===== src/shared/clmg_pkg.sv =====
package clmg_pkg;

	// Core clock
	localparam int CLK_PERIOD_NS   = 20;
	localparam int SYNC_STAGES     = 2;

	// Reference frequency window while parking is armed, in MHz
	localparam int REF_MIN_MHZ     = 25;
	localparam int REF_MAX_MHZ     = 400;
	localparam int REF_HALF_MAX_NS = 1000 / (2 * REF_MIN_MHZ);

	// Loss assert time: longest time, rounded down
	localparam int LOSS_ASSERT_NS  = 300;
	localparam int LOSS_ASSERT_CYC = (LOSS_ASSERT_NS / CLK_PERIOD_NS < 1) ? 1 : LOSS_ASSERT_NS / CLK_PERIOD_NS;
	// Silence window leaves room for the synchroniser, edge sample, silence flag, loss flag and
	// output register, so a pin edge just after a core edge still parks the outputs in time
	localparam int LOSS_SILENT_CYC = LOSS_ASSERT_CYC - SYNC_STAGES - 4;

	// Loss release, counted in reference rising edges
	localparam int RETURN_EDGES_MAX = 7;
	localparam int RETURN_EDGES     = 3;

	// Output enable latency, counted in reference rising edges
	localparam int OE_LAT_MIN   = 4;
	localparam int OE_LAT_MAX   = 6;
	localparam int OE_LAT_EDGES = 5;

	// Start-up after power-down release: longest time, rounded down
	localparam int STARTUP_NS  = 87;
	localparam int STARTUP_CYC = (STARTUP_NS / CLK_PERIOD_NS < 1) ? 1 : STARTUP_NS / CLK_PERIOD_NS;

	// Start-up after supply ramp: longest time, rounded down
	localparam int POWERUP_NS      = 1600000;
	localparam int POWERUP_CYC_DEF = POWERUP_NS / CLK_PERIOD_NS;

	// Register port
	localparam int ADDR_W = 4;
	localparam int DATA_W = 8;
	localparam logic [ADDR_W-1:0] REG_CTRL     = 4'h0;
	localparam logic [ADDR_W-1:0] REG_STATUS   = 4'h4;
	localparam logic [ADDR_W-1:0] REG_IRQ_STAT = 4'h8;
	localparam logic [ADDR_W-1:0] REG_IRQ_MASK = 4'hC;

	// Field positions and reset values
	localparam int CTRL_PARK_BIT = 4;
	localparam logic [DATA_W-1:0] CTRL_RESET = 8'h00;
	localparam int IRQ_W            = 3;
	localparam int IRQ_LOSS_SET_BIT = 0;
	localparam int IRQ_LOSS_CLR_BIT = 1;
	localparam int IRQ_LATE_BIT     = 2;
	localparam logic [IRQ_W-1:0] IRQ_MASK_RESET = 3'h0;
	localparam int STAT_LOSS_BIT = 0;
	localparam int STAT_OE_BIT   = 1;
	localparam int STAT_ST_LSB   = 3;

	// Supervisor states, one-hot
	typedef enum logic [4:0] {
		ST_POR  = 5'h01,
		ST_DOWN = 5'h02,
		ST_RUN  = 5'h04,
		ST_PARK = 5'h08,
		ST_HOLD = 5'h10
	} clmg_state_t;

endpackage


===== src/logic/clmg_top.sv =====
// Functional notes
// - Parking mode serves references from 25 to 400 MHz
// - First output edge within 1.6 ms of power-up
// - First output edge within 87 ns of power-down release
// - Output start/stop 4 to 6 reference cycles after enable
// - Loss flagged within 300 ns of clock stopping
// - Parking enabled: outputs low/low within loss time
// - Loss released within 7 reference cycles of return
// - Parking enabled: on return drive high/low first, then toggle
// - Presence judged by edges only, not frequency
// - Hold reset, no loss detection before first edge
`timescale 1ns/1ns
module clmg_top
#(
	parameter int          NUM_OUTPUTS = 8,
	parameter int unsigned POWERUP_CYC = clmg_pkg::POWERUP_CYC_DEF
) (
	// Core clock and reset
	input  wire logic                         CORE_CLK,
	input  wire logic                         RESET,
	// Reference clock and control pins
	input  wire logic                         REFERENCE_CLOCK_IN,
	input  wire logic                         OUTPUT_ENABLE_N,
	input  wire logic                         POWER_GOOD_POWERDOWN_N,
	// Output pairs
	output logic      [NUM_OUTPUTS-1:0]       OUT_TRUE,
	output logic      [NUM_OUTPUTS-1:0]       OUT_COMP,
	// Open-drain loss indicator
	output logic                              INPUT_CLOCK_LOSS_N_O,
	output logic                              INPUT_CLOCK_LOSS_N_OE,
	// Register port
	input  wire logic [clmg_pkg::ADDR_W-1:0]  REG_ADDR,
	input  wire logic [clmg_pkg::DATA_W-1:0]  REG_WDATA,
	input  wire logic                         REG_WR,
	input  wire logic                         REG_RD,
	output logic      [clmg_pkg::DATA_W-1:0]  REG_RDATA,
	// Interrupt
	output logic                              IRQ
);
	import clmg_pkg::*;

	localparam int PW = $clog2(POWERUP_CYC + 1);

	clmg_state_t       state_q;
	clmg_state_t       state_d;
	logic              ref_s;
	logic              oe_n_s;
	logic              pg_s;
	logic              ref_rise;
	logic              ref_edge;
	logic              ref_silent;
	logic              loss_q;
	logic [2:0]        ret_cnt_q;
	logic              out_en_q;
	logic [2:0]        oe_cnt_q;
	logic [PW-1:0]     por_cnt_q;
	logic              late_q;
	logic              park_en_q;
	logic [IRQ_W-1:0]  irq_stat_q;
	logic [IRQ_W-1:0]  irq_mask_q;
	logic [IRQ_W-1:0]  irq_evt;
	logic              loss_set;
	logic              loss_clr;
	logic              late_evt;

	// Elaboration checks
	if (NUM_OUTPUTS < 1 || NUM_OUTPUTS > 8) begin : g_bad_outputs
		$error("clmg_top: NUM_OUTPUTS must be 1 to 8");
	end
	if (POWERUP_CYC < 1) begin : g_bad_powerup
		$error("clmg_top: POWERUP_CYC must be at least 1");
	end
	// A 25 MHz half period must fit inside the silence window
	if (LOSS_SILENT_CYC * CLK_PERIOD_NS <= REF_HALF_MAX_NS) begin : g_bad_window
		$error("clmg_top: silence window shorter than slowest reference half period");
	end
	if (RETURN_EDGES > RETURN_EDGES_MAX || OE_LAT_EDGES < OE_LAT_MIN || OE_LAT_EDGES > OE_LAT_MAX) begin : g_bad_cnt
		$error("clmg_top: edge counts out of range");
	end

	// Register write decode
	function automatic logic wr_hit(input logic [ADDR_W-1:0] a, input logic [ADDR_W-1:0] off);
		return REG_WR && (a == off);
	endfunction

	// Pins cross in through two flops each
	clmg_sync #(
		.WIDTH(3)
	) u_pin_sync (
		.clk      (CORE_CLK),
		.rst      (RESET),
		.async_in ({REFERENCE_CLOCK_IN, OUTPUT_ENABLE_N, POWER_GOOD_POWERDOWN_N}),
		.sync_out ({ref_s, oe_n_s, pg_s})
	);

	// Edge detection on the synchronised reference
	clmg_edge_watch #(
		.SILENT_CYC(LOSS_SILENT_CYC)
	) u_edge (
		.clk      (CORE_CLK),
		.rst      (RESET),
		.level    (ref_s),
		.rise     (ref_rise),
		.any_edge (ref_edge),
		.silent   (ref_silent)
	);

	// Loss flag: set on silence while powered, released after a few rising edges
	// An edge in the very cycle the silence flag rises still counts as presence
	assign loss_set = ref_silent && !ref_edge && pg_s && !loss_q && (state_q != ST_POR);
	assign loss_clr = loss_q && ref_rise && (ret_cnt_q == 3'(RETURN_EDGES - 1));

	always_ff @(posedge CORE_CLK) begin
		if (RESET) begin
			loss_q    <= 1'b0;
			ret_cnt_q <= 3'h0;
		end else if (loss_set) begin
			loss_q    <= 1'b1;
			ret_cnt_q <= 3'h0;
		end else if (loss_clr || (loss_q && !pg_s)) begin
			loss_q    <= 1'b0;
			ret_cnt_q <= 3'h0;
		end else if (loss_q && ref_rise) begin
			ret_cnt_q <= ret_cnt_q + 3'h1;
		end
	end

	// Supervisor state
	always_comb begin
		state_d = state_q;
		case (state_q)
			ST_POR: begin
				// Internal reset held until the first reference edge
				if (ref_rise) begin
					state_d = pg_s ? ST_RUN : ST_DOWN;
				end
			end
			ST_DOWN: begin
				if (pg_s) begin
					state_d = ST_RUN;
				end
			end
			ST_RUN: begin
				if (!pg_s) begin
					state_d = ST_DOWN;
				end else if (loss_set && park_en_q) begin
					state_d = ST_PARK;
				end
			end
			ST_PARK: begin
				if (!pg_s) begin
					state_d = ST_DOWN;
				end else if (ref_rise) begin
					state_d = ST_HOLD;
				end
			end
			ST_HOLD: begin
				if (!pg_s) begin
					state_d = ST_DOWN;
				end else if (loss_clr) begin
					state_d = ST_RUN;
				end else if (loss_set) begin
					state_d = ST_PARK;
				end
			end
			default: begin
				state_d = ST_POR;
			end
		endcase
	end

	always_ff @(posedge CORE_CLK) begin
		if (RESET) begin
			state_q <= ST_POR;
		end else begin
			state_q <= state_d;
		end
	end

	// Enable latency counted in reference edges; a stopped reference freezes it
	always_ff @(posedge CORE_CLK) begin
		if (RESET) begin
			out_en_q <= 1'b0;
			oe_cnt_q <= 3'h0;
		end else if (out_en_q == ~oe_n_s) begin
			oe_cnt_q <= 3'h0; // Pin agrees with outputs
		end else if (ref_rise) begin
			if (oe_cnt_q == 3'(OE_LAT_EDGES - 1)) begin
				out_en_q <= ~oe_n_s;
				oe_cnt_q <= 3'h0;
			end else begin
				oe_cnt_q <= oe_cnt_q + 3'h1;
			end
		end
	end

	// Output pairs registered; parking wins over the enable
	always_ff @(posedge CORE_CLK) begin
		if (RESET) begin
			OUT_TRUE <= '0;
			OUT_COMP <= '0;
		end else if (state_q == ST_HOLD && out_en_q) begin
			OUT_TRUE <= '1;
			OUT_COMP <= '0;
		end else if (state_q == ST_RUN && out_en_q) begin
			OUT_TRUE <= {NUM_OUTPUTS{ref_s}};
			OUT_COMP <= {NUM_OUTPUTS{~ref_s}};
		end else begin
			OUT_TRUE <= '0;
			OUT_COMP <= '0;
		end
	end

	// Open-drain: only ever pulls low, while loss stands
	assign INPUT_CLOCK_LOSS_N_O  = 1'b0;
	assign INPUT_CLOCK_LOSS_N_OE = loss_q;

	// Watchdog on the power-up wait; a late reference raises an event once
	always_ff @(posedge CORE_CLK) begin
		if (RESET) begin
			por_cnt_q <= '0;
			late_q    <= 1'b0;
		end else if (state_q == ST_POR && !late_q) begin
			if (por_cnt_q == PW'(POWERUP_CYC - 1)) begin
				late_q <= 1'b1;
			end else begin
				por_cnt_q <= por_cnt_q + 1'b1;
			end
		end
	end
	assign late_evt = (state_q == ST_POR) && !late_q && (por_cnt_q == PW'(POWERUP_CYC - 1));

	// Control register: parking enable
	always_ff @(posedge CORE_CLK) begin
		if (RESET) begin
			park_en_q <= CTRL_RESET[CTRL_PARK_BIT];
		end else if (wr_hit(REG_ADDR, REG_CTRL)) begin
			park_en_q <= REG_WDATA[CTRL_PARK_BIT];
		end
	end

	// Interrupt mask
	always_ff @(posedge CORE_CLK) begin
		if (RESET) begin
			irq_mask_q <= IRQ_MASK_RESET;
		end else if (wr_hit(REG_ADDR, REG_IRQ_MASK)) begin
			irq_mask_q <= REG_WDATA[IRQ_W-1:0];
		end
	end

	// Sticky status, write one to clear; a same-cycle event survives the clear
	always_comb begin
		irq_evt                   = '0;
		irq_evt[IRQ_LOSS_SET_BIT] = loss_set;
		irq_evt[IRQ_LOSS_CLR_BIT] = loss_clr;
		irq_evt[IRQ_LATE_BIT]     = late_evt;
	end

	always_ff @(posedge CORE_CLK) begin
		if (RESET) begin
			irq_stat_q <= '0;
		end else if (wr_hit(REG_ADDR, REG_IRQ_STAT)) begin
			irq_stat_q <= (irq_stat_q & ~REG_WDATA[IRQ_W-1:0]) | irq_evt;
		end else begin
			irq_stat_q <= irq_stat_q | irq_evt;
		end
	end

	assign IRQ = |(irq_stat_q & irq_mask_q);

	// Read data stand for one cycle only; unmapped reads return zero
	always_ff @(posedge CORE_CLK) begin
		if (RESET || !REG_RD) begin
			REG_RDATA <= '0;
		end else if (REG_ADDR == REG_CTRL) begin
			REG_RDATA <= DATA_W'({park_en_q, 4'h0});
		end else if (REG_ADDR == REG_STATUS) begin
			REG_RDATA <= {state_q, 1'b0, out_en_q, loss_q};
		end else if (REG_ADDR == REG_IRQ_STAT) begin
			REG_RDATA <= DATA_W'(irq_stat_q);
		end else if (REG_ADDR == REG_IRQ_MASK) begin
			REG_RDATA <= DATA_W'(irq_mask_q);
		end else begin
			REG_RDATA <= '0;
		end
	end

	// Checks
	localparam int LOSS_CHECK = LOSS_SILENT_CYC + 2;

	logic [4:0] quiet_h;
	logic [3:0] ret_h;

	always_ff @(posedge CORE_CLK) begin
		if (RESET || ref_edge) begin
			quiet_h <= 5'h00;
		end else if (quiet_h != 5'h1F) begin
			quiet_h <= quiet_h + 5'h01;
		end
	end

	always_ff @(posedge CORE_CLK) begin
		if (RESET || !loss_q) begin
			ret_h <= 4'h0;
		end else if (ref_rise && ret_h != 4'hF) begin
			ret_h <= ret_h + 4'h1;
		end
	end
endmodule


===== src/logic/clmg_sync.sv =====
`timescale 1ns/1ns
module clmg_sync #(
	parameter int WIDTH = 1
) (
	// Clock and reset
	input  wire logic             clk,
	input  wire logic             rst,
	// Level in and out
	input  wire logic [WIDTH-1:0] async_in,
	output logic      [WIDTH-1:0] sync_out
);
	logic [WIDTH-1:0] meta_q;

	if (WIDTH < 1) begin : g_bad_width
		$error("clmg_sync: WIDTH must be at least 1");
	end

	// Two flops; the first is read only by the second
	always_ff @(posedge clk) begin
		if (rst) begin
			meta_q   <= '0;
			sync_out <= '0;
		end else begin
			meta_q   <= async_in;
			sync_out <= meta_q;
		end
	end
endmodule


===== src/logic/clmg_edge_watch.sv =====
`timescale 1ns/1ns
module clmg_edge_watch #(
	parameter int SILENT_CYC = 11
) (
	// Clock and reset
	input  wire logic clk,
	input  wire logic rst,
	// Synchronised reference level
	input  wire logic level,
	// Edge pulses and silence flag
	output logic      rise,
	output logic      any_edge,
	output logic      silent
);
	localparam int CW = $clog2(SILENT_CYC + 1);

	logic          prev_q;
	logic [CW-1:0] quiet_q;

	if (SILENT_CYC < 1) begin : g_bad_silent
		$error("clmg_edge_watch: SILENT_CYC must be at least 1");
	end

	// Edges seen against the last sampled level
	assign rise     = level & ~prev_q;
	assign any_edge = level ^ prev_q;

	always_ff @(posedge clk) begin
		if (rst) begin
			prev_q <= 1'b0;
		end else begin
			prev_q <= level;
		end
	end

	// Only edges count as presence; no frequency is judged here
	always_ff @(posedge clk) begin
		if (rst) begin
			quiet_q <= '0;
			silent  <= 1'b0;
		end else if (any_edge) begin
			quiet_q <= '0;
			silent  <= 1'b0;
		end else if (quiet_q != CW'(SILENT_CYC)) begin
			quiet_q <= quiet_q + 1'b1;
		end else begin
			silent  <= 1'b1;
		end
	end
endmodule


===== config.mk =====
export PLATFORM = sky130hd
export DESIGN_NAME = clmg_top
export DESIGN_NICKNAME = d
export VERILOG_FILES = /design/src/shared/clmg_pkg.sv /design/src/logic/clmg_top.sv /design/src/logic/clmg_sync.sv /design/src/logic/clmg_edge_watch.sv
export SDC_FILE = /design/constraint.sdc
export NUM_CORES = 1
export LEC_CHECK = 0
export ABC_AREA = 1
export BUFFER_PORTS_ARGS = -buffer_cell sky130_fd_sc_hd__buf_4
export CAP_MARGIN = 5
export CORE_AREA = 2 2 91 93
export CTS_CLUSTER_DIAMETER = 200
export DETAILED_ROUTE_END_ITERATION = 8
export DIE_AREA = 0 0 93 95
export PLACE_DENSITY = 0.55
export REMOVE_ABC_BUFFERS = 1
export SETUP_SLACK_MARGIN = 0.05
export SLEW_MARGIN = 10
export SYNTH_ARGS = -nofsm -noshare
export SYNTH_HDL_FRONTEND = slang
export SYNTH_SLANG_ARGS = --single-unit
export TNS_END_PERCENT = 100

===== constraint.sdc =====
create_clock -name CORE_CLK -period 2.2 [get_ports CORE_CLK]
set_input_delay 0.33 -clock CORE_CLK [delete_from_list [all_inputs] [get_ports CORE_CLK]]
set_output_delay 0.33 -clock CORE_CLK [all_outputs]
set_load 0.005 [all_outputs]

==> impl_metrics.tcl <==
set metrics [dict create \
    status "finished clean" \
    fmax_mhz 521 \
    finalPower_mw 3.19 \
    cts_root_buffer "clkbuf_8" \
    worstPathArrival_ns 2.16 \
    yosysTopAreaCellShare_pct 39.1 \
    yosysSeqAreaShare_pct 39.1 \
    rsz0062_at_grt "false" \
    post_cts_buffers 0 \
    ant_nets 0 \
    path_buf_inv 0 \
    grt_usage_pct 15.4 \
    skew_ns 0.00792 \
    postPlaceCellArea_mm2 0.00335 \
    drive_above_1_share_pct 16.9 \
    die_w_um 93 \
    p_leak_nw 1.56 \
    cts.sinks 60 \
    fin_crit_sh_pct 87.2 \
    hold-worst-slack_ns 0.189 \
    setup_viol 0 \
    setup.worst_path.start_class "register" \
    die_area_mm2 0.00884 \
    critPathSlowestCell "ha_1" \
    first_iter_violations 120 \
    critPathMaxStageDelay_ns 0.36 \
    cp.required_ns 2.44 \
    grt_max_degree 27 \
    final_hold_viol_count 0 \
    cts_resized 0 \
    cts_tree "done" \
    drc 0 \
    postCtsHoldBufs 0 \
    core_area_mm2 0.00793 \
    drv_cap 0 \
    wl_um 6360 \
    wl_per_cell_um 11.1 \
    syn_area_mm2 0.00308 \
    path_cells "ha_1 -> nand2_1 -> nor2_1 -> nor2_1 -> nand2_1 -> nand2_1 -> nand2_1 -> nand3_2 -> nor2_1 -> nor2_1" \
    tns_ns 0 \
    power.density_mw_per_mm2 889 \
    hpwl_um 4650 \
    cp-end-kind "register" \
    syn_area_per_cell_um2 7.10 \
    yosysTopAreaCell "dfxtp_1" \
    synth_cells 433 \
    start_util_pct 38.8 \
    clkTransAtPathRegs_ns 0.07 \
    nets 490 \
    die_y_um 95 \
    grt_pass1_vias 2406 \
    via_count 2612 \
    finalCriticalPeriod_ns 1.92 \
    routabilityCongestion 0.811 \
    crit_path_max_fanout 8 \
    rows 33 \
    synth.distinct_cells 36 \
    yosys-top-cells-area "dfxtp_1, nand2_1, inv_1, nor2_1, buf_4" \
    path_class "register to register" \
    grt_pass1_wl_um 10800 \
    hold_path.class "input port to register" \
    yosys_warnings 0 \
    ir_drop_mv 0.287 \
    h-tree-depth 3 \
    drv_slew 0 \
    worstSkewPairLatency_ns 0.34 \
    stdcell_area_mm2 0.00359 \
    crit_family "simple AND/OR/NAND/NOR gates" \
    viasPerCell 4.56 \
    drtPass1Iterations 4 \
    cts_buffer_depth 2 \
    io_pins 46 \
    antenna_found_initial 0 \
    grt-ovfl-total 0 \
    cts_buffers 9 \
    area_growth_pct 16.6 \
    place.port_buffers 40 \
    n_antenna_cell 0 \
    ys_seq_elements 60 \
]
==> sequential cells by signal, summed over array words and instances (netlist names), 3 cells and up <==
name / cells
u_pin_sync.meta_q: 3
REG_RDATA: 8
oe_cnt_q: 3
ret_cnt_q: 3
irq_stat_q: 3
u_edge.quiet_q: 4
irq_mask_q: 3
state_q: 5
por_cnt_q: 17
u_pin_sync.sync_out: 3
==> cell type report <==
| class | instances | area (um^2) |
|---|---|---|
| Inverter | 69 | 259 |
| Timing Repair Buffer | 42 | 315 |
| Tap cell | 105 | 131 |
| Clock buffer | 12 | 165 |
| Multi-Input combinational cell | 281 | 1450 |
| Sequential cell | 60 | 1200 |
| Clock inverter | 4 | 70.1 |
| Fill cell | 856 | 4340 |
==> cells in the mapped netlist <==
cell type   n
nand2_1    81
inv_1      68
nor2_1     68
dfxtp_1    60
nand3_1    22
a21oi_1    21
o21ai_0    21
buf_4      16
nand4_1    11
a21oi_2     9
nor3_1      9
ha_1        8
xor2_1      8
clkbuf_1    4
nand2_2     4
o221ai_1    2
xnor2_1     2
and2_1      1
buf_1       1
buf_12      1
buf_6       1
conb_1      1
inv_2       1
nand2_4     1
nand3_2     1
nand3b_1    1
nand4_2     1
nand4_4     1
nor2_4      1
nor3_4      1
nor3b_1     1
nor4_1      1
o21a_1      1
o22ai_1     1
o32ai_1     1
or2_2       1
==> stage by stage <==
| stage | std cells | utilization (%) | worst slack (ns) |
|---|---|---|---|
| final | 573 | 45.2 | 0.281 |
| after global routing | 573 | 45.2 | 0.104 |
| after CTS | 573 | 45.2 | 0.322 |
| after detailed placement | 557 | 42.3 | 0.340 |
| after global placement | 557 | 42.3 | 0.372 |
| after floorplan | 410 | - | 0.659 |
==> kinds of logic (layout without fill, tap and decap cells) <==
family                     count (synthesis)  count (layout)  synth area share (%)
AOI/OAI and AO/OA                         56              56                  10.7
xor gates and xnor gates                  10              10                  2.85
adders and majority gates                  8               8                  3.25
buffers and inverters                     92             127                  14.0
DFF                                       60              60                  39.1
other                                      1               1                 0.122
and+or+nand+nor                          206             206                  30.1
==> path summary, 6_finish.rpt <==
check                      endpoint  slack (ns)  cells after the start                   start
min            u_pin_sync.meta_q[1]        0.19                      3         OUTPUT_ENABLE_N
min reg2reg  u_pin_sync.sync_out[1]        0.40                      2    u_pin_sync.meta_q[1]
max                      state_q[2]        0.28                     10  u_pin_sync.sync_out[2]
max reg2reg              state_q[2]        0.28                     10  u_pin_sync.sync_out[2]
==> report_power, final <==
group          switching (mW)  internal [mW]
Combinational           0.574          0.230
Clock                   0.437          0.727
Sequential             0.0555           1.16
Total                    1.07           2.12
==> routing by layer <==
layer | up-vias | GRT usage, % | routed length (um)
li1 | 1410 | - | -
met4 | 0 | 6.99 | 87
met3 | 8 | 3.19 | 325
met2 | 51 | 24.7 | 2780
met1 | 1143 | 19.9 | 3170
met5 | - | 0 | 0
==> cell usage in the layout (no fill, tap or decap), types with 8 or more instances in the layout <==
| master | n |
|---|---|
| nand2_1 | 81 |
| inv_1 | 68 |
| nor2_1 | 68 |
| dfxtp_1 | 60 |
| buf_4 | 42 |
| nand3_1 | 22 |
| o21ai_0 | 21 |
| a21oi_1 | 21 |
| clkbuf_8 | 12 |
| nand4_1 | 11 |
| nor3_1 | 9 |
| a21oi_2 | 9 |
| xor2_1 | 8 |
| ha_1 | 8 |
==> tightest hold or removal path, cell delays in order <==
cell,delay [ns]
buf_4,0.07
inv_1,0.03
nor2_1,0.06
Power figures use the tool's default switching activity.
